`config.mk`:
```
export PLATFORM = sky130hd
export DESIGN_NAME = dsb_core
export DESIGN_NICKNAME = d
export VERILOG_FILES = /design/src/core/dsb_pkg.sv /design/src/core/dsb_core.sv
export SDC_FILE = /design/constraint.sdc
export NUM_CORES = 1
export LEC_CHECK = 0
export ABC_CLOCK_PERIOD_IN_PS = 3300
export BUFFER_PORTS_ARGS = -buffer_cell sky130_fd_sc_hd__buf_2
export CELL_PAD_IN_SITES_DETAIL_PLACEMENT = 2
export CELL_PAD_IN_SITES_GLOBAL_PLACEMENT = 2
export CORE_AREA = 2 2 259 261
export CTS_CLUSTER_SIZE = 30
export DETAILED_ROUTE_END_ITERATION = 8
export DIE_AREA = 0 0 261 263
export MAX_ROUTING_LAYER = met4
export PLACE_DENSITY = 0.76
export SETUP_SLACK_MARGIN = 0.1
export SLEW_MARGIN = 15
export SYNTH_ARGS = -nofsm -noshare
export SYNTH_HDL_FRONTEND = slang
export SYNTH_SLANG_ARGS = --single-unit
```
`constraint.sdc`:
```
create_clock -name pclk -period 3.3 [get_ports pclk]
set_clock_uncertainty 0.1 [all_clocks]
set_input_delay 0.165 -clock pclk [delete_from_list [all_inputs] [get_ports pclk]]
set_output_delay 0.165 -clock pclk [all_outputs]
set_load 0.02 [all_outputs]
```
`src/core/dsb_pkg.sv`:
```
// Purpose: Shared constants and types for the DMA system bus interface.
// Assumes: One clock (pclk), APB register access, 16-bit muxed bus.
// Notes: Register word index times four gives the APB byte address.
//
// Overview of operation
// - Bus bits positive logic, bit zero least.
// - Slave write captured at strobe rising edge.
// - Slave read drives register while strobe low.
// - Slave port needs no bussed clock.
// - Master write data surrounds the strobe pulse.
// - Master read samples at strobe rising edge.
// - Direction high reads, low writes.
// - Direction stable from latch strobe to end.
// - Transmit enable low while sending, high otherwise as master, floats when not master.
// - Receive enable low while taking, high otherwise as master, floats when not master.
// - Address latch strobe active high, never floats.
// - Strobe, direction and buffer enables driven only while controlling system bus.
// - Zero, one, two or four waits per side.
// - Option disables the hardware wait input.
// - Base registers reload addresses and count.
// - Swap command exchanges source and destination.
// - Chain start loads channel registers from memory.
// - Search compares source data with masked pattern.
// - Byte/word packing and unpacking supported.
// - Addresses increment, decrement or hold.
// - Pointer select loads pointer, else data.
// - Chip select ignored while bus master.
// - Bus acknowledge synchronised before use.
package dsb_pkg;
	// Register word indices
	localparam logic [3:0] IDX_MODE = 4'h0;
	localparam logic [3:0] IDX_CMD = 4'h1;
	localparam logic [3:0] IDX_SRC = 4'h2;
	localparam logic [3:0] IDX_DST = 4'h3;
	localparam logic [3:0] IDX_CNT = 4'h4;
	localparam logic [3:0] IDX_BSRC = 4'h5;
	localparam logic [3:0] IDX_BDST = 4'h6;
	localparam logic [3:0] IDX_BCNT = 4'h7;
	localparam logic [3:0] IDX_PAT = 4'h8;
	localparam logic [3:0] IDX_MASK = 4'h9;
	localparam logic [3:0] IDX_CHAIN = 4'hA;
	localparam logic [3:0] IDX_STAT = 4'hB;
	localparam logic [3:0] IDX_PTR = 4'hC;
	localparam int NUM_REGS = 13;
	// Mode register fields
	localparam int MODE_WDIS = 0;
	localparam int MODE_SWAIT = 1;
	localparam int MODE_DWAIT = 3;
	localparam int MODE_SSTEP = 5;
	localparam int MODE_DSTEP = 7;
	localparam int MODE_SBYTE = 9;
	localparam int MODE_DBYTE = 10;
	localparam int MODE_OP = 11;
	localparam logic [15:0] MODE_RESET = 16'h0000;
	localparam logic [15:0] REG_RESET = 16'h0000;
	// Command register bits
	localparam int CMD_START = 0;
	localparam int CMD_SWAP = 1;
	localparam int CMD_RELOAD = 2;
	localparam int CMD_CHAIN = 3;
	localparam int CMD_STOP = 4;
	// Address step and operation codes
	localparam logic [1:0] STEP_INC = 2'h0;
	localparam logic [1:0] STEP_DEC = 2'h1;
	localparam logic [1:0] OP_XFER = 2'h0;
	localparam logic [1:0] OP_SEARCH = 2'h1;
	// Wait state counts per select code
	localparam logic [2:0] WAIT_N0 = 3'h0;
	localparam logic [2:0] WAIT_N1 = 3'h1;
	localparam logic [2:0] WAIT_N2 = 3'h2;
	localparam logic [2:0] WAIT_N4 = 3'h4;
	// Last chain table word index
	localparam logic [1:0] CHAIN_LAST = 2'h3;
	// Master sequencer states
	typedef enum logic [7:0] {
		ST_IDLE = 8'h01,
		ST_REQ = 8'h02,
		ST_ALE = 8'h04,
		ST_SETUP = 8'h08,
		ST_STRB = 8'h10,
		ST_WAIT = 8'h20,
		ST_END = 8'h40,
		ST_NEXT = 8'h80
	} dsb_state_t;
endpackage

```
`src/core/dsb_core.sv`:
```
// Purpose: Single-channel DMA engine and muxed system bus interface.
// Assumes: Bus pins are sampled as synchronous to pclk.
// Notes: Two-way pins are split into in, out and output enable.
`timescale 1ns/1ps
`default_nettype none
module dsb_core (
	input wire logic pclk,
	input wire logic presetn,
	input wire logic psel,
	input wire logic penable,
	input wire logic pwrite,
	input wire logic [7:0] paddr,
	input wire logic [31:0] pwdata,
	output logic [31:0] prdata,
	output logic pready,
	output logic pslverr,
	input wire logic [15:0] muxed_addr_data_bus_in,
	output logic [15:0] muxed_addr_data_bus_out,
	output logic muxed_addr_data_bus_oe,
	input wire logic data_strobe_n_in,
	output logic data_strobe_n_out,
	output logic data_strobe_n_oe,
	input wire logic read_write_in,
	output logic read_write_out,
	output logic read_write_oe,
	output logic addr_latch,
	output logic tx_buffer_enable_n,
	output logic tx_buffer_enable_oe,
	output logic rx_buffer_enable_n,
	output logic rx_buffer_enable_oe,
	input wire logic chip_select_n,
	input wire logic pointer_select,
	input wire logic wait_n,
	output logic bus_request,
	input wire logic bus_ack
);
	////////////////////////////////////////////////////////////////////////
	// Storage
	logic [15:0] mode; // Channel mode
	logic [15:0] src_addr, dst_addr, count; // Current channel state
	logic [15:0] base_src, base_dst, base_cnt; // Reload copies
	logic [15:0] pattern, mask, chain_addr; // Search and chain setup
	logic [15:0] temp; // Data held between read and write
	logic [15:0] rd_latch; // Bus value caught at strobe rise
	logic [3:0] ptr; // Slave register pointer
	logic match_flag, done_flag, stop_req;
	dsb_pkg::dsb_state_t state, next_state;
	logic kind_write, kind_chain, half; // Current bus cycle kind
	logic [1:0] chain_idx;
	logic [2:0] wait_cnt;
	logic ack_s1, ack_s2; // Bus acknowledge synchroniser
	logic ds_q, ds_q2, cs_n_q, cs_n_q2, rw_q, rw_q2, ptr_q2; // Slave samples
	logic ptr_q;
	logic [15:0] bus_q, bus_q2;

	////////////////////////////////////////////////////////////////////////
	// Register view and decode
	logic [15:0] reg_view [0:dsb_pkg::NUM_REGS-1];
	wire logic busy = (state != dsb_pkg::ST_IDLE);
	wire logic mastering = !(state == dsb_pkg::ST_IDLE || state == dsb_pkg::ST_REQ);
	assign reg_view[dsb_pkg::IDX_MODE] = mode;
	assign reg_view[dsb_pkg::IDX_CMD] = 16'h0000; // Commands read back zero
	assign reg_view[dsb_pkg::IDX_SRC] = src_addr;
	assign reg_view[dsb_pkg::IDX_DST] = dst_addr;
	assign reg_view[dsb_pkg::IDX_CNT] = count;
	assign reg_view[dsb_pkg::IDX_BSRC] = base_src;
	assign reg_view[dsb_pkg::IDX_BDST] = base_dst;
	assign reg_view[dsb_pkg::IDX_BCNT] = base_cnt;
	assign reg_view[dsb_pkg::IDX_PAT] = pattern;
	assign reg_view[dsb_pkg::IDX_MASK] = mask;
	assign reg_view[dsb_pkg::IDX_CHAIN] = chain_addr;
	assign reg_view[dsb_pkg::IDX_STAT] = {12'h000, done_flag, match_flag, mastering, busy};
	assign reg_view[dsb_pkg::IDX_PTR] = {12'h000, ptr};

	// APB decode: aligned word inside the map
	wire logic [3:0] apb_idx = paddr[5:2];
	wire logic apb_mapped = (paddr[7:6] == 2'h0) && (paddr[1:0] == 2'h0)
		&& (apb_idx <= dsb_pkg::IDX_PTR);
	wire logic apb_fire = psel && penable && pready;
	wire logic apb_wr = apb_fire && pwrite && apb_mapped;
	wire logic [15:0] apb_rd = apb_mapped ? reg_view[apb_idx] : 16'h0000;

	// Slave port strobe events, chip select ignored as master
	wire logic ptr_mapped = (ptr <= dsb_pkg::IDX_PTR);
	wire logic slv_wr = !mastering && ds_q && !ds_q2 && !cs_n_q2 && !rw_q2;
	wire logic slv_wr_ptr = slv_wr && ptr_q2;
	wire logic slv_wr_reg = slv_wr && !ptr_q2 && ptr_mapped;
	wire logic slv_rd = !mastering && !ds_q && !cs_n_q && rw_q;
	wire logic [15:0] slv_rd_data = ptr_q ? {12'h000, ptr}
		: (ptr_mapped ? reg_view[ptr] : 16'h0000);

	// One write port; APB wins a same-cycle collision
	wire logic wr_en = apb_wr || slv_wr_reg;
	wire logic [3:0] wr_idx = apb_wr ? apb_idx : ptr;
	wire logic [15:0] wr_data = apb_wr ? pwdata[15:0] : bus_q2;
	wire logic cmd_hit = wr_en && (wr_idx == dsb_pkg::IDX_CMD);
	wire logic cmd_start = cmd_hit && wr_data[dsb_pkg::CMD_START];
	wire logic cmd_swap = cmd_hit && wr_data[dsb_pkg::CMD_SWAP] && !busy;
	wire logic cmd_reload = cmd_hit && wr_data[dsb_pkg::CMD_RELOAD] && !busy;
	wire logic cmd_chain = cmd_hit && wr_data[dsb_pkg::CMD_CHAIN];
	wire logic cmd_stop = cmd_hit && wr_data[dsb_pkg::CMD_STOP];

	////////////////////////////////////////////////////////////////////////
	// Channel datapath
	wire logic sbyte = mode[dsb_pkg::MODE_SBYTE];
	wire logic dbyte = mode[dsb_pkg::MODE_DBYTE];
	wire logic [1:0] op = mode[dsb_pkg::MODE_OP+1:dsb_pkg::MODE_OP];
	wire logic pack = sbyte && !dbyte; // Two byte reads make a word
	wire logic unpack = !sbyte && dbyte; // One word read feeds two writes
	wire logic [1:0] wsel = kind_write ? mode[dsb_pkg::MODE_DWAIT+1:dsb_pkg::MODE_DWAIT]
		: mode[dsb_pkg::MODE_SWAIT+1:dsb_pkg::MODE_SWAIT];
	// Programmed wait count for the cycle side
	wire logic [2:0] wait_load = (wsel == 2'h0) ? dsb_pkg::WAIT_N0
		: (wsel == 2'h1) ? dsb_pkg::WAIT_N1
		: (wsel == 2'h2) ? dsb_pkg::WAIT_N2 : dsb_pkg::WAIT_N4;
	wire logic hw_ready = mode[dsb_pkg::MODE_WDIS] || wait_n;
	wire logic strobe_done = (wait_cnt == 3'h0) && hw_ready;
	wire logic [15:0] cur_addr = kind_chain ? chain_addr : (kind_write ? dst_addr : src_addr);
	wire logic cyc_byte = !kind_chain && (kind_write ? dbyte : sbyte);
	// Even address is the upper lane, odd address the lower
	wire logic [7:0] rd_byte = src_addr[0] ? rd_latch[7:0] : rd_latch[15:8];
	wire logic [15:0] datum = !sbyte ? rd_latch
		: (pack ? (half ? {temp[15:8], rd_byte} : {rd_byte, 8'h00}) : {8'h00, rd_byte});
	wire logic src_whole = !kind_write && !kind_chain && !(pack && !half);
	wire logic hit = (((datum ^ pattern) & ~mask) == 16'h0000);
	wire logic searching = (op != dsb_pkg::OP_XFER);
	wire logic [7:0] out_byte = (unpack && !half) ? temp[15:8] : temp[7:0];
	wire logic [15:0] wr_word = dbyte ? {out_byte, out_byte} : temp;

	// Step size and direction for one address
	function automatic logic [15:0] dsb_step(input logic [15:0] a, input logic [1:0] st,
		input logic byt);
		logic [15:0] d;
		d = byt ? 16'h0001 : 16'h0002;
		if (st == dsb_pkg::STEP_INC) begin
			dsb_step = a + d;
		end else if (st == dsb_pkg::STEP_DEC) begin
			dsb_step = a - d;
		end else begin
			dsb_step = a; // Hold
		end
	endfunction

	wire logic at_end = (state == dsb_pkg::ST_END);
	wire logic end_src = at_end && !kind_write && !kind_chain;
	wire logic end_wr = at_end && kind_write;
	wire logic end_chain = at_end && kind_chain;
	// One count unit per destination write, or per datum when only searching
	wire logic cnt_dec = end_wr || (end_src && src_whole && op == dsb_pkg::OP_SEARCH);

	////////////////////////////////////////////////////////////////////////
	// Next-state logic
	always_comb begin
		next_state = state;
		unique case (state)
			dsb_pkg::ST_IDLE: begin
				if (cmd_chain || (cmd_start && count != 16'h0000)) begin
					next_state = dsb_pkg::ST_REQ;
				end
			end
			dsb_pkg::ST_REQ: begin
				if (ack_s2) begin
					next_state = dsb_pkg::ST_ALE;
				end
			end
			dsb_pkg::ST_ALE: next_state = dsb_pkg::ST_SETUP;
			dsb_pkg::ST_SETUP: next_state = dsb_pkg::ST_STRB;
			dsb_pkg::ST_STRB, dsb_pkg::ST_WAIT: begin
				next_state = strobe_done ? dsb_pkg::ST_END : dsb_pkg::ST_WAIT;
			end
			dsb_pkg::ST_END: next_state = dsb_pkg::ST_NEXT;
			dsb_pkg::ST_NEXT: begin
				// Stop after the current bus cycle on command, at a datum boundary on match or count out
				if (stop_req || (!kind_write && !kind_chain && !half && count == 16'h0000)) begin
					next_state = dsb_pkg::ST_IDLE;
				end else begin
					next_state = dsb_pkg::ST_ALE;
				end
			end
		endcase
	end

	// Pin values follow the coming state so they leave flip-flops
	wire logic n_drive = !(next_state == dsb_pkg::ST_IDLE || next_state == dsb_pkg::ST_REQ);
	wire logic n_addr = (next_state == dsb_pkg::ST_ALE);
	wire logic n_low = (next_state == dsb_pkg::ST_STRB) || (next_state == dsb_pkg::ST_WAIT);
	wire logic n_data = (next_state == dsb_pkg::ST_SETUP) || n_low
		|| (next_state == dsb_pkg::ST_END);
	wire logic n_mwr = n_drive && n_data && kind_write;
	wire logic next_bus_oe = n_drive ? (n_addr || n_mwr) : slv_rd;
	wire logic [15:0] next_bus_out = !n_drive ? slv_rd_data
		: (n_addr ? cur_addr : wr_word);

	////////////////////////////////////////////////////////////////////////
	// Sequencer state and pins
	always_ff @(posedge pclk or negedge presetn) begin
		if (!presetn) begin
			state <= dsb_pkg::ST_IDLE;
			muxed_addr_data_bus_out <= 16'h0000;
			muxed_addr_data_bus_oe <= 1'b0;
			data_strobe_n_out <= 1'b1;
			data_strobe_n_oe <= 1'b0;
			read_write_out <= 1'b1;
			read_write_oe <= 1'b0;
			addr_latch <= 1'b0;
			tx_buffer_enable_n <= 1'b1;
			tx_buffer_enable_oe <= 1'b0;
			rx_buffer_enable_n <= 1'b1;
			rx_buffer_enable_oe <= 1'b0;
			bus_request <= 1'b0;
		end else begin
			state <= next_state;
			muxed_addr_data_bus_out <= next_bus_out;
			muxed_addr_data_bus_oe <= next_bus_oe;
			data_strobe_n_out <= !n_low;
			data_strobe_n_oe <= n_drive;
			read_write_out <= !kind_write;
			read_write_oe <= n_drive;
			addr_latch <= n_addr;
			tx_buffer_enable_n <= !(n_drive && kind_write && n_data);
			tx_buffer_enable_oe <= n_drive;
			rx_buffer_enable_n <= !(n_drive && !kind_write && n_low);
			rx_buffer_enable_oe <= n_drive;
			bus_request <= (next_state != dsb_pkg::ST_IDLE);
		end
	end

	// Cycle kind, waits and read capture
	always_ff @(posedge pclk or negedge presetn) begin
		if (!presetn) begin
			kind_write <= 1'b0;
			kind_chain <= 1'b0;
			half <= 1'b0;
			chain_idx <= 2'h0;
			wait_cnt <= 3'h0;
			rd_latch <= 16'h0000;
			temp <= 16'h0000;
		end else begin
			if (state == dsb_pkg::ST_IDLE) begin
				kind_write <= 1'b0;
				kind_chain <= cmd_chain;
				half <= 1'b0;
				chain_idx <= 2'h0;
			end
			if (state == dsb_pkg::ST_SETUP) begin
				wait_cnt <= kind_chain ? dsb_pkg::WAIT_N0 : wait_load;
			end else if (wait_cnt != 3'h0 && (state == dsb_pkg::ST_STRB || state == dsb_pkg::ST_WAIT)) begin
				wait_cnt <= wait_cnt - 3'h1;
			end
			// Data taken on the strobe's rising edge
			if ((state == dsb_pkg::ST_STRB || state == dsb_pkg::ST_WAIT) && strobe_done) begin
				rd_latch <= muxed_addr_data_bus_in;
			end
			if (end_chain) begin
				kind_chain <= (chain_idx != dsb_pkg::CHAIN_LAST);
				chain_idx <= chain_idx + 2'h1;
			end
			if (end_src) begin
				temp <= datum;
				half <= pack && !half;
				kind_write <= src_whole && op != dsb_pkg::OP_SEARCH;
			end
			if (end_wr) begin
				half <= unpack && !half;
				kind_write <= unpack && !half;
			end
		end
	end

	////////////////////////////////////////////////////////////////////////
	// Software registers; chaining also loads mode and advances the chain address
	always_ff @(posedge pclk or negedge presetn) begin
		if (!presetn) begin
			mode <= dsb_pkg::MODE_RESET;
			base_src <= dsb_pkg::REG_RESET;
			base_dst <= dsb_pkg::REG_RESET;
			base_cnt <= dsb_pkg::REG_RESET;
			pattern <= dsb_pkg::REG_RESET;
			mask <= dsb_pkg::REG_RESET;
			chain_addr <= dsb_pkg::REG_RESET;
			ptr <= 4'h0;
		end else begin
			if (end_chain && chain_idx == dsb_pkg::CHAIN_LAST) begin
				mode <= rd_latch;
			end else if (wr_en && wr_idx == dsb_pkg::IDX_MODE) begin
				mode <= wr_data;
			end
			if (wr_en && wr_idx == dsb_pkg::IDX_BSRC) base_src <= wr_data;
			if (wr_en && wr_idx == dsb_pkg::IDX_BDST) base_dst <= wr_data;
			if (wr_en && wr_idx == dsb_pkg::IDX_BCNT) base_cnt <= wr_data;
			if (wr_en && wr_idx == dsb_pkg::IDX_PAT) pattern <= wr_data;
			if (wr_en && wr_idx == dsb_pkg::IDX_MASK) mask <= wr_data;
			if (end_chain) begin
				chain_addr <= chain_addr + 16'h0002; // Table walks upward
			end else if (wr_en && wr_idx == dsb_pkg::IDX_CHAIN) begin
				chain_addr <= wr_data;
			end
			if (slv_wr_ptr) begin
				ptr <= bus_q2[3:0];
			end else if (apb_wr && apb_idx == dsb_pkg::IDX_PTR) begin
				ptr <= pwdata[3:0];
			end
		end
	end

	// Channel address and count: commands, chain, software, then engine
	always_ff @(posedge pclk or negedge presetn) begin
		if (!presetn) begin
			src_addr <= dsb_pkg::REG_RESET;
			dst_addr <= dsb_pkg::REG_RESET;
			count <= dsb_pkg::REG_RESET;
		end else if (cmd_swap) begin
			src_addr <= dst_addr;
			dst_addr <= src_addr;
		end else if (cmd_reload) begin
			src_addr <= base_src;
			dst_addr <= base_dst;
			count <= base_cnt;
		end else if (end_chain) begin
			if (chain_idx == 2'h0) src_addr <= rd_latch;
			if (chain_idx == 2'h1) dst_addr <= rd_latch;
			if (chain_idx == 2'h2) count <= rd_latch;
		end else begin
			if (wr_en && wr_idx == dsb_pkg::IDX_SRC) begin
				src_addr <= wr_data;
			end else if (end_src) begin
				src_addr <= dsb_step(src_addr, mode[dsb_pkg::MODE_SSTEP+1:dsb_pkg::MODE_SSTEP],
					cyc_byte);
			end
			if (wr_en && wr_idx == dsb_pkg::IDX_DST) begin
				dst_addr <= wr_data;
			end else if (end_wr) begin
				dst_addr <= dsb_step(dst_addr, mode[dsb_pkg::MODE_DSTEP+1:dsb_pkg::MODE_DSTEP],
					cyc_byte);
			end
			if (wr_en && wr_idx == dsb_pkg::IDX_CNT) begin
				count <= wr_data;
			end else if (cnt_dec && count != 16'h0000) begin
				count <= count - 16'h0001;
			end
		end
	end

	// Flags: hardware set wins over the start clear
	wire logic set_match = end_src && src_whole && searching && hit;
	wire logic set_done = (state == dsb_pkg::ST_NEXT && next_state == dsb_pkg::ST_IDLE)
		|| (state == dsb_pkg::ST_IDLE && cmd_start && count == 16'h0000);
	// Search alone stops at once; transfer-and-search after the write
	wire logic stop_set = cmd_stop || (set_match && op == dsb_pkg::OP_SEARCH)
		|| (end_wr && match_flag && searching && !(unpack && !half));
	always_ff @(posedge pclk or negedge presetn) begin
		if (!presetn) begin
			match_flag <= 1'b0;
			done_flag <= 1'b0;
			stop_req <= 1'b0;
		end else begin
			match_flag <= set_match || (match_flag && !cmd_start && !cmd_chain);
			done_flag <= set_done || (done_flag && !cmd_start && !cmd_chain);
			stop_req <= busy && (stop_set || (stop_req && state != dsb_pkg::ST_NEXT));
		end
	end

	////////////////////////////////////////////////////////////////////////
	// Pin sampling; the acknowledge gets a two-stage synchroniser
	always_ff @(posedge pclk or negedge presetn) begin
		if (!presetn) begin
			ack_s1 <= 1'b0;
			ack_s2 <= 1'b0;
			ds_q <= 1'b1;
			ds_q2 <= 1'b1;
			cs_n_q <= 1'b1;
			cs_n_q2 <= 1'b1;
			rw_q <= 1'b1;
			rw_q2 <= 1'b1;
			ptr_q <= 1'b0;
			ptr_q2 <= 1'b0;
			bus_q <= 16'h0000;
			bus_q2 <= 16'h0000;
		end else begin
			ack_s1 <= bus_ack;
			ack_s2 <= ack_s1;
			ds_q <= data_strobe_n_in;
			ds_q2 <= ds_q;
			cs_n_q <= chip_select_n;
			cs_n_q2 <= cs_n_q;
			rw_q <= read_write_in;
			rw_q2 <= rw_q;
			ptr_q <= pointer_select;
			ptr_q2 <= ptr_q;
			bus_q <= muxed_addr_data_bus_in;
			bus_q2 <= bus_q;
		end
	end

	// APB slave: one wait cycle, error on unmapped words
	always_ff @(posedge pclk or negedge presetn) begin
		if (!presetn) begin
			pready <= 1'b0;
			pslverr <= 1'b0;
			prdata <= 32'h00000000;
		end else begin
			pready <= psel && penable && !pready;
			pslverr <= psel && penable && !pready && !apb_mapped;
			if (psel && penable && !pready) begin
				prdata <= {16'h0000, apb_rd};
			end
		end
	end
endmodule
`default_nettype wire

```
==> After elaboration in Yosys (flattened, before gate mapping) <==
Cells that the tools add are included.
{ "word_totals": {"reg_bits": 299, "input_bits": 67, "out_inout_bits": 61, "elab_cells": 327} }
{ "classes": {"n_addsub": 8, "order_cmp": 4, "eq_ne": 42, "n_mux": 72, "bitwise": 6, "n_reduce_logical": 149} }
{ "op_table": {"columns": ["cell", "n"], "rows": [
  ["$mux 16", 41],
  ["$bmux 16 s4", 2],
  ["$logic_and 1x1->1", 80],
  ["$pmux 8 s7", 1],
  ["$logic_not 16->1", 2],
  ["$mux 8", 4],
  ["$logic_not 1->1", 23],
  ["$mux 3", 7],
  ["$logic_or 1x1->1", 18],
  ["$add 16x16->16", 1],
  ["$add 16x2->16", 1],
  ["$add 16x2->16 const B", 1],
  ["$and 16x16->16", 1],
  ["$eq 4x3->1 const B", 4],
  ["$eq 4x4->1 const B", 4],
  ["$eq 8x1->1 const B", 2],
  ["$eq 8x2->1 const B", 2],
  ["$eq 8x3->1 const B", 2],
  ["$eq 8x4->1 const B", 2],
  ["$eq 8x5->1 const B", 2],
  ["$eq 8x6->1 const B", 2],
  ["$eq 8x7->1 const B", 2],
  ["$ne 8x1->1 const B", 2],
  ["$not 16->16", 1],
  ["35 further kinds", 74]
]} }

==> Depth between registers and ports, before layout <==
Gate-level depths: netlist of the first run.
{ "depth": {"word_depth": 23, "mapped_depth": 14, "ltp_nobuf": 12} }

==> Worst setup path before layout of the first run <==
No wires, ideal clock.
{ "synth_path": {"kind": "reg-to-reg", "startpoint": "reg kind_write", "endpoint": "reg dst_addr[14]", "setup_ns": 0.126, "t_arrival_ns": 3.403, "required_time_ns": 3.074, "setup_slack_ns": -0.329, "path_stages_with_launch": 15, "path_buffers": 2, "period_less_slack_ns": 3.629, "path_cell_list": "dfrtp_1 > clkbuf_1 > buf_1 > mux2i_1 > nor2_1 > ha_1 > fa_1 > a211o_1 > nand2_1 > o2111ai_1 > a41oi_1 > o21ai_0 > xnor2_1 > a31oi_1 > a221o_1"} }
{ "synth_between": {"elab_chain_len": 11, "elab_cells_between_ends": 15, "classes_between": "add/sub (2); mux (9); reduce/logical (4)"} }
{ "synth_lines": {"columns": ["element", "line_no", "text"], "rows": [
  ["start: declaration", "dsb_core.sv:48", "logic kind_write, kind_chain, half;"],
  ["start signal: assignment", "dsb_core.sv:261", "kind_write <= src_whole && op != dsb_pkg::OP_SEARCH;"],
  ["start signal: assignment", "dsb_core.sv:265", "kind_write <= unpack && !half;"],
  ["$mux 1", "dsb_core.sv:119", "wire logic cyc_byte = !kind_chain && (kind_write ? dbyte : sbyte);"],
  ["$logic_and 1x1->1", "dsb_core.sv:119", null],
  ["$mux 2", "dsb_core.sv:134", "d = byt ? 16'h0001 : 16'h0002;"],
  ["$sub 16x2->16", "dsb_core.sv:138", "dsb_step = a - d;"],
  ["$mux 16", "dsb_core.sv:137", "end else if (st == dsb_pkg::STEP_DEC) begin"],
  ["$mux 16", "dsb_core.sv:135", "if (st == dsb_pkg::STEP_INC) begin"],
  ["$mux 16", "dsb_core.sv:332", "end else if (end_wr) begin"],
  ["$mux 16", "dsb_core.sv:330", "if (wr_en && wr_idx == dsb_pkg::IDX_DST) begin"],
  ["$mux 16", "dsb_core.sv:319", "end else if (end_chain) begin"],
  ["$mux 16", "dsb_core.sv:315", "end else if (cmd_reload) begin"],
  ["$mux 16", "dsb_core.sv:312", "end else if (cmd_swap) begin"],
  ["end signal: assignment", "dsb_core.sv:314", "dst_addr <= src_addr;"],
  ["end signal: assignment", "dsb_core.sv:317", "dst_addr <= base_dst;"],
  ["end signal: assignment", "dsb_core.sv:331", "dst_addr <= wr_data;"],
  ["end: declaration", "dsb_core.sv:40", "logic [15:0] src_addr, dst_addr, count;"]
]} }
Parallel ways exist; a longest one is shown, timed or not. The select of a mux whose other input is x is not followed.
A chain may end at the register's enable or synchronous reset.

==> Worst setup path in the final report of the first run <==
{ "layout_path": {"startpoint": "reg state[3]", "endpoint": "reg count[10]"} }
{ "layout_between": {"elab_chain_len": 14, "elab_cells_between_ends": 34, "classes_between": "eq/ne (5); mux (3); bitwise (1); reduce/logical (25)"} }
{ "layout_lines": {"columns": ["element", "line_no", "text"], "rows": [
  ["start: declaration", "dsb_core.sv:47", "dsb_pkg::dsb_state_t state, next_state;"],
  ["start signal: assignment", "dsb_core.sv:198", "state <= dsb_pkg::ST_IDLE;"],
  ["start signal: assignment", "dsb_core.sv:212", "state <= next_state;"],
  ["$eq 8x1->1 or $eq 8x2->1 (tied branches)", "dsb_core.sv:60", "wire logic mastering = !(state == dsb_pkg::ST_IDLE || state == dsb_pkg::ST_REQ);"],
  ["$logic_or 1x1->1", "dsb_core.sv:60", null],
  ["$logic_and 1x1->1 (4 in a row)", "dsb_core.sv:85", "wire logic slv_wr = !mastering && ds_q && !ds_q2 && !cs_n_q2 && !rw_q2;"],
  ["$logic_and 1x1->1 (2 in a row)", "dsb_core.sv:87", "wire logic slv_wr_reg = slv_wr && !ptr_q2 && ptr_mapped;"],
  ["$logic_or 1x1->1", "dsb_core.sv:93", "wire logic wr_en = apb_wr || slv_wr_reg;"],
  ["$logic_and 1x1->1", "dsb_core.sv:96", "wire logic cmd_hit = wr_en && (wr_idx == dsb_pkg::IDX_CMD);"],
  ["$logic_and 1x1->1, on equally long branches (2 in a row)", "dsb_core.sv:99, dsb_core.sv:98", null],
  ["$ne 3x2->1 (no line), or another cell as far along", null, null],
  ["$reduce_and 3->1 (no line)", null, null],
  ["end signal: assignment", "dsb_core.sv:311", "count <= dsb_pkg::REG_RESET;"],
  ["end signal: assignment", "dsb_core.sv:318", "count <= base_cnt;"],
  ["end signal: assignment", "dsb_core.sv:322", "if (chain_idx == 2'h2) count <= rd_latch;"],
  ["end: declaration", "dsb_core.sv:40", null]
]} }
Parallel ways exist; a longest one is shown, timed or not.

==> tab_implementation.tex, run 1 <==
\begin{tabular}{lr}
\hline
Metric & Value \\
\hline
\multicolumn{2}{l}{\textbf{Logic synthesis}} \\
\quad Portion of netlist area occupied by mux cells & between 15 and 20\% \\
\quad Sequential share of the synthesized area & a little under two fifths \\
\quad Synthesized netlist cell count & 2142 \\
\quad Main combinational cell family by area after synthesis & compound AO/OA/AOI/OAI gates \\
\quad Netlist Area Pre-Place & 19500 um2 \\
\quad Count of flip-flops with a built-in enable after synthesis & 0 \\
\quad Top FF cell, synth & sky130\_fd\_sc\_hd\_\_dfrtp\_1 \\
\quad Post-synthesis xor/xnor area fraction & under 10\% \\
\quad Async set or reset register ratio after synthesis & 100\% \\
\quad Number of warnings printed during yosys synthesis & 0 \\
\quad Complex-gate fraction of the synthesized area & between 20\% and 30\% \\
\quad Post-Synthesis Mean Instance Area & slightly above 9 um2 \\
\quad Number of unique standard cell types used by synthesis & 100 \\
\quad Register bit count reported by yosys & roughly 300 \\
\quad Simple-gate share of the synthesized area & approximately 15\% \\
\quad Post-synthesis share of cell area spent on full adders, half adders and majority gates & about 2.6\% \\
\multicolumn{2}{l}{\textbf{Floorplan}} \\
\quad Number of primary I/O pins & around 130 \\
\quad Standard-cell row count & 94 \\
\quad Die span in x & about 260 um \\
\quad Die ar. & approximately 69000 um2 \\
\quad DIE HEIGHT & 263 um \\
\quad Placeable core region & about 66000 um2 \\
\quad Starting utilization of the core area & between 20 and 30\% \\
\multicolumn{2}{l}{\textbf{Pwr}} \\
\quad Power density of the placed cells & between 300 and 400 nW/um2 \\
\quad Share of total power in sequential cells & a little over two fifths \\
\quad Switching power total & 2.28 mW \\
\quad Overall power & approximately 8.9 mW \\
\quad Combinational Power Share & under 10\% \\
\quad Net switching fraction of the power & about a quarter \\
\quad Relative contribution of the clock network to total power & 50.1\% \\
\quad VDD IR-drop max & around 280 uV \\
\quad Static Leakage & around 11 nW \\
\quad Cell-internal power & between 6 and 7 mW \\
\multicolumn{2}{l}{\textbf{Critical path}} \\
\quad Largest fanout on the critical path & 16 \\
\quad Startpoint type of the worst setup path & flip-flop \\
\quad Endpoint required time on the critical path & around 3700 ps \\
\quad Critical-path cell list & nor4\_4 > buf\_4 > and3\_1 > nand2\_2 > a211o\_1 > a21o\_1 > a31oi\_1 > o21a\_1 > buf\_12 > mux2\_2 \\
\quad WS Path Type & reg -> reg \\
\quad Critical path data arrival time & approximately 3600 ps \\
\quad Largest stage delay on the critical path & approximately 500 ps \\
\quad Crit end category & flip-flop \\
\quad Cell type of the slowest stage on the worst timing path & sky130\_fd\_sc\_hd\_\_dfrtp\_1 \\
\multicolumn{2}{l}{\textbf{Timing}} \\
\quad Period utilisation layout & about 100\% \\
\quad Pin slew with the least headroom to its limit & about 940 ps \\
\quad Total Neg Setup Slack & 0 ps \\
\quad Fmax & about 0.31 GHz \\
\quad Min Tclk post-route & roughly 3200 ps \\
\quad Number of failing setup endpoints in the final timing report & 0 \\
\quad Number of hold violations in the final report & 0 \\
\quad Final-report max-slew violation count & 0 \\
\quad Final setup slack of the worst path & a little over 50 ps \\
\quad Unrepaired setup endpoints after global routing & yes \\
\quad Tightest slew margin relative to the limit & between 30 and 40\% \\
\multicolumn{2}{l}{\textbf{Layout}} \\
\quad Finished Layout Cells & approximately 3300 \\
\quad Final Net Count & between 2000 and 2500 \\
\quad Layout overhead on the synthesized area & 24.6\% \\
\quad Most frequent cells in the layout & sky130\_fd\_sc\_hd\_\_dfrtp\_1 (282), sky130\_fd\_sc\_hd\_\_nand2\_1 (265), sky130\_fd\_sc\_hd\_\_buf\_4 (208) \\
\quad Fraction of layout cells with a size suffix above 1 & between 20\% and 30\% \\
\quad Fillers & 7139 \\
\quad Commonest non-fill, non-tap cell in the layout & sky130\_fd\_sc\_hd\_\_dfrtp\_1 \\
\quad Final Core Density & between 30\% and 40\% \\
\multicolumn{2}{l}{\textbf{Clock network}} \\
\quad Sinks on the clock net & between 200 and 300 \\
\quad H-tree depth reported by CTS & 2 \\
\quad Maximum count of clock buffers along a single path & 3 \\
\quad Clock Tree Root & sky130\_fd\_sc\_hd\_\_clkbuf\_16 \\
\quad Worst-skew pair later-pin latency & roughly 590 ps \\
\quad TritonCTS clock tree & done \\
\quad Clock input transition at the sequential cells of the worst setup and hold paths & around 60 ps \\
\quad Number of CTS-inserted buffers & 37 \\
\multicolumn{2}{l}{\textbf{Place}} \\
\quad GPL Wtd Cong & just under 1 \\
\quad Worst Setup Slack post-DPL & -169 ps \\
\quad Number of buffers added on ports & 95 \\
\quad Placed cells & about 3100 \\
\quad Placed wire-length estimate & $\sim$74 mm \\
\multicolumn{2}{l}{\textbf{Route}} \\
\quad Post-detailed-route DRC marker count & 0 \\
\quad Number of iterations in the first detailed-routing pass & 5 \\
\quad Remaining antenna violation count & 0 \\
\quad Number of DRC markers in iteration 0 & $\sim$1800 \\
\quad Routed wire length per instance & about 31 um \\
\quad Mean number of vias per cell & 6.02 \\
\quad Overall routed net length & 101 mm \\
\quad Vias post-DR & slightly below 20000 \\
\multicolumn{2}{l}{\textbf{Global routing}} \\
\quad Total track usage & $\sim$30\% \\
\quad Wire length of the first global-routing pass & roughly 150 mm \\
\quad Via count of the first global-routing pass & approximately 21000 \\
\quad Aggregate global routing overflow & 0 \\
\quad Pin count of the biggest net entering global routing & 87 \\
\quad Initial antenna violation count & 2 \\
\multicolumn{2}{l}{\textbf{Flow run}} \\
\quad Number of violations of the max-capacitance limit & 0 \\
\multicolumn{2}{l}{\textbf{Worst hold path}} \\
\quad Worst min-delay path class & in -> reg \\
\multicolumn{2}{l}{\textbf{Outcome}} \\
\quad Outcome & finished, final reports clean \\
\hline
\end{tabular}
## stage by stage
stage | cell area, um2 | hold slack [ps]
final | 24300 | 48.1
after global routing | 24300 | 40.9
after CTS | 23900 | 9.30
after detailed placement | 22100 | 150
after global placement | 22100 | 139
after floorplan | 19600 | -231
## repair_timing
item / in CTS / in global routing
gates cloned: 1 / 0
hold buffers: 29 / 0
endpoints found under the hold margin: 125 / 0
gates resized for setup: 33 / 60
setup endpoints to repair: 31 / 68
pin swaps: 17 / 31
setup buffers: 13 / 19
## logic make-up after synthesis
kind of cell	after synthesis
other	1
AND/OR/NAND/NOR	630
multiplexers	257
buffers and inverters	225
adder cells (fa/ha/maj)	40
AO/OA/AOI/OAI	631
flip-flops	299
XOR/XNOR	59
## power groups by stage
| stage | Combinational, mW | Clock, mW | Sequential [mW] |
|---|---|---|---|
| after floorplan | 0.299 | 0 | 3.80 |
| after global placement | 0.613 | 0 | 3.81 |
| after detailed placement | 0.628 | 0 | 3.81 |
| after CTS | 0.673 | 4.49 | 3.74 |
| after global routing | 0.747 | 4.64 | 3.75 |
| final | 0.710 | 4.47 | 3.75 |
## path summary, 6_finish.rpt
kind / startpoint / cells after the start / end / slack [ps]
max: state[3] / 10 / count[10] / 50
min: pwdata[7] / 4 / base_cnt[7] / 50
max reg2reg: state[3] / 10 / count[10] / 50
min reg2reg: bus_q[12] / 0 / bus_q2[12] / 250
max in group asynchronous: presetn / 3 / mask[11] / 1930
min in group asynchronous: presetn / 2 / temp[0] / 120
## routing by layer
| metal | vias up | part of all wire (%) | GRT usage [%] |
|---|---|---|---|
| met5 | - | 0 | - |
| met4 | 0 | 7.4 | 18.0 |
| met3 | 310 | 6.2 | 3.67 |
| met2 | 846 | 47 | 47.2 |
| met1 | 10300 | 40 | 36.2 |
| li1 | 8230 | - | - |
## final cells by class
type / count / area [um2] / share of cell area [%]
Inverter: 51 / 191 / 0.787
Clock inverter: 11 / 238 / 0.977
Antenna cell: 1 / 2.50 / 0.0103
Sequential cell: 299 / 7500 / 30.8
Tap cell: 864 / 1080 / 4.44
Clock buffer: 53 / 1050 / 4.31
Timing Repair Buffer: 354 / 2730 / 11.2
Multi-Input combinational cell: 1633 / 11500 / 47.4
## synth_stat cells (all sizes together) (19+ instances only)
| cell | number | area [um2] |
|---|---|---|
| o211ai | 19 | 148 |
| o21ai | 213 | 1070 |
| mux2 | 65 | 751 |
| nand3 | 40 | 205 |
| buf | 56 | 335 |
| inv | 49 | 184 |
| mux2i | 155 | 1550 |
| ha | 38 | 475 |
| clkbuf | 118 | 443 |
| xnor2 | 35 | 307 |
| nand2 | 270 | 1020 |
| o22ai | 40 | 264 |
| mux4 | 37 | 833 |
| a21oi | 162 | 815 |
| dfrtp | 288 | 7210 |
| a211oi | 27 | 220 |
| nor2 | 185 | 694 |
| nor3 | 29 | 161 |
| xor2 | 24 | 218 |
## worst max-delay path: cells and delay by family, from the launching register on
family | cells | cell delay (ps)
flops | 1 | 510
mux | 1 | 350
compound gates | 4 | 940
buf+inv | 2 | 390
simple gates | 3 | 810
Power figures use the tool's default switching activity.
==> run 2, diff against run 1 <==
Settings changed: MAX_ROUTING_LAYER met4 to default.
==> tab_implementation.tex, run 2 (same netlist as run 1, synthesis figures left out) <==
\begin{tabular}{lr}
\hline
Metric & Value \\
\hline
\multicolumn{2}{l}{\textbf{Outcome}} \\
\quad Outcome & finished, final reports clean \\
\multicolumn{2}{l}{\textbf{Pwr}} \\
\quad Combinational Power Share & between 8 and 9\% \\
\quad VDD IR-drop max & roughly 280 uV \\
\quad Net switching fraction of the power & roughly a quarter \\
\quad Static Leakage & around 11 nW \\
\quad Overall power & about 9 mW \\
\quad Power density of the placed cells & approximately 370 nW/um2 \\
\quad Cell-internal power & roughly 6.6 mW \\
\quad Switching power total & roughly 2.4 mW \\
\quad Relative contribution of the clock network to total power & about half \\
\quad Share of total power in sequential cells & roughly two fifths \\
\multicolumn{2}{l}{\textbf{Layout}} \\
\quad Finished Layout Cells & between 3000 and 4000 \\
\quad Layout overhead on the synthesized area & 24.8\% \\
\quad Most frequent cells in the layout & sky130\_fd\_sc\_hd\_\_dfrtp\_1 (283), sky130\_fd\_sc\_hd\_\_nand2\_1 (265), sky130\_fd\_sc\_hd\_\_o21ai\_0 (203) \\
\quad Commonest non-fill, non-tap cell in the layout & sky130\_fd\_sc\_hd\_\_dfrtp\_1 \\
\quad Fillers & 7179 \\
\quad Final Net Count & between 2000 and 2500 \\
\quad Fin area & 24400 um2 \\
\quad Fraction of layout cells with a size suffix above 1 & approximately 25\% \\
\multicolumn{2}{l}{\textbf{Global routing}} \\
\quad Aggregate global routing overflow & 0 \\
\quad Total track usage & slightly below 30\% \\
\quad Via count of the first global-routing pass & roughly 21000 \\
\quad Pin count of the biggest net entering global routing & 95 \\
\quad Wire length of the first global-routing pass & about 150 mm \\
\quad Initial antenna violation count & 4 \\
\multicolumn{2}{l}{\textbf{Place}} \\
\quad GPL Wtd Cong & 0.999 \\
\quad Placed cells & 3135 \\
\quad Worst Setup Slack post-DPL & -137 ps \\
\quad Placed wire-length estimate & 73.9 mm \\
\quad Total placed instance area & between 20000 and 25000 um2 \\
\quad Number of buffers added on ports & 95 \\
\multicolumn{2}{l}{\textbf{Floorplan}} \\
\quad Placeable core region & 65600 um2 \\
\quad Number of primary I/O pins & 128 \\
\quad Standard-cell row count & 94 \\
\quad Starting utilization of the core area & about 30\% \\
\quad DIE HEIGHT & 263 um \\
\quad Die span in x & 261 um \\
\quad Die ar. & between 60000 and 70000 um2 \\
\multicolumn{2}{l}{\textbf{Critical path}} \\
\quad R2r startpoint & state[4] \\
\quad Worst setup path start & state[4] \\
\quad WS Path Type & reg -> reg \\
\quad Endpoint required time on the critical path & between 3000 and 4000 ps \\
\quad Crit end category & flip-flop \\
\quad Startpoint type of the worst setup path & flip-flop \\
\quad Largest fanout on the critical path & 6 \\
\quad Critical path data arrival time & about 3700 ps \\
\multicolumn{2}{l}{\textbf{Timing}} \\
\quad Number of hold violations in the final report & 0 \\
\quad Fmax & $\sim$0.3 GHz \\
\quad Number of failing setup endpoints in the final timing report & 0 \\
\quad Unrepaired setup endpoints after global routing & yes \\
\quad Pin slew with the least headroom to its limit & slightly above 900 ps \\
\quad Min Tclk post-route & between 3000 and 4000 ps \\
\quad Tightest slew margin relative to the limit & $\sim$38\% \\
\quad Final setup slack of the worst path & about 2.9 ps \\
\quad Final-report max-slew violation count & 0 \\
\quad Period utilisation layout & $\sim$100\% \\
\quad Hold WS & about 38 ps \\
\multicolumn{2}{l}{\textbf{Clock network}} \\
\quad Number of CTS-inserted buffers & 35 \\
\quad Sinks on the clock net & 299 \\
\quad Clock Tree Root & sky130\_fd\_sc\_hd\_\_clkbuf\_16 \\
\quad Maximum count of clock buffers along a single path & 3 \\
\quad H-tree depth reported by CTS & 2 \\
\quad Clock input transition at the sequential cells of the worst setup and hold paths & 70 ps \\
\quad Worst-skew pair later-pin latency & just over 600 ps \\
\quad TritonCTS clock tree & done \\
\multicolumn{2}{l}{\textbf{Worst hold path}} \\
\quad Critical hold path startpoint & pwdata[7] \\
\quad Worst min-delay path class & in -> reg \\
\multicolumn{2}{l}{\textbf{Flow run}} \\
\quad Number of violations of the max-capacitance limit & 0 \\
\multicolumn{2}{l}{\textbf{Route}} \\
\quad Routed wire length per instance & $\sim$32 um \\
\quad Post-detailed-route DRC marker count & 0 \\
\quad Overall routed net length & about 100 mm \\
\quad Mean number of vias per cell & between 6 and 7 \\
\quad Number of DRC markers in iteration 0 & approximately 1900 \\
\quad Vias post-DR & 19700 \\
\quad Remaining antenna violation count & 0 \\
\quad Number of iterations in the first detailed-routing pass & 6 \\
\hline
\end{tabular}
## run 2: cell count changes in the layout (fill, tap and decap cells not counted), moves of 5 or more
cell                       before  now
sky130_fd_sc_hd__ha_4           2    7
sky130_fd_sc_hd__buf_12        14   19
sky130_fd_sc_hd__clkbuf_1      11    3
sky130_fd_sc_hd__buf_4        208  196
sky130_fd_sc_hd__clkinv_2       2    8
## run 2: area by class of cell
| class | instances | area, um2 | share of cell area [%] |
|---|---|---|---|
| timing repair buffer | 344 | 2710 | 11.1 |
| antenna | 1 | 2.50 | 0.0103 |
| clock buffer | 43 | 956 | 3.92 |
| sequential | 299 | 7500 | 30.8 |
| inverter | 51 | 195 | 0.801 |
| clock inverter | 21 | 324 | 1.33 |
| multi-input combinational | 1633 | 11600 | 47.6 |
| tap | 864 | 1080 | 4.44 |
## run 2: repair_timing
| item | CTS | global route |
|---|---|---|
| gates cloned | 0 | 2 |
| endpoints found under the hold margin | 126 | 0 |
| setup endpoints to repair | 41 | 50 |
| resized for setup | 22 | 69 |
| setup buffers | 4 | 22 |
| hold buffers | 28 | 0 |
| pin swaps | 13 | 33 |
## run 2: layer usage
layer / global-route usage (%) / routed length (um) / vias to the layer above / share of wire, %
met4: 18.4 / 7950 / 2 / 7.7
met5: 0 / 7 / - / 0.0068
li1: - / - / 8194 / -
met1: 36.7 / 39800 / 10300 / 39
met2: 46.7 / 48000 / 970 / 47
met3: 4.81 / 7370 / 313 / 7.1
## run 2: path summary, 6_finish.rpt
check                      depth (start not counted)  slack, ps                         end
max                                               11          3  muxed_addr_data_bus_out[5]
min                                                4         40                 base_dst[7]
max reg2reg                                       11          3  muxed_addr_data_bus_out[5]
min reg2reg                                        0        250                   bus_q2[7]
max in group asynchronous                          3       2020               chain_addr[3]
min in group asynchronous                          2        200                      ptr[3]
## run 2: critical path, stage by stage, from the launching register on
cell and delay (ps):
sky130_fd_sc_hd__dfrtp_2 470, sky130_fd_sc_hd__nor4_4 430, sky130_fd_sc_hd__nand4_4 200, sky130_fd_sc_hd__o41ai_4 380, sky130_fd_sc_hd__buf_12 170, sky130_fd_sc_hd__o21ai_4 80, sky130_fd_sc_hd__a311oi_2 360, sky130_fd_sc_hd__nand4_1 200
sky130_fd_sc_hd__buf_6 200, sky130_fd_sc_hd__buf_12 140, sky130_fd_sc_hd__mux2i_1 130, sky130_fd_sc_hd__mux2_2 300
## run 2: power by group through the flow
stage | sequential (mW) | clock (mW) | combinational [mW]
6_report | 3.75 | 4.49 | 0.733
5_1_grt | 3.75 | 4.67 | 0.769
4_1_cts | 3.74 | 4.51 | 0.682
3_5_place_dp | 3.81 | 0 | 0.642
3_3_place_gp | 3.81 | 0 | 0.623
2_1_floorplan | 3.80 | 0 | 0.299
## run 2: stage by stage
stage | TNS [ps] | utilization [%]
after detailed placement | -156 | 33.7
after global placement | -34.1 | 33.7
final | 0 | 37.1
after CTS | 0 | 36.2
after global routing | -415 | 37.1
after floorplan | 0 | -
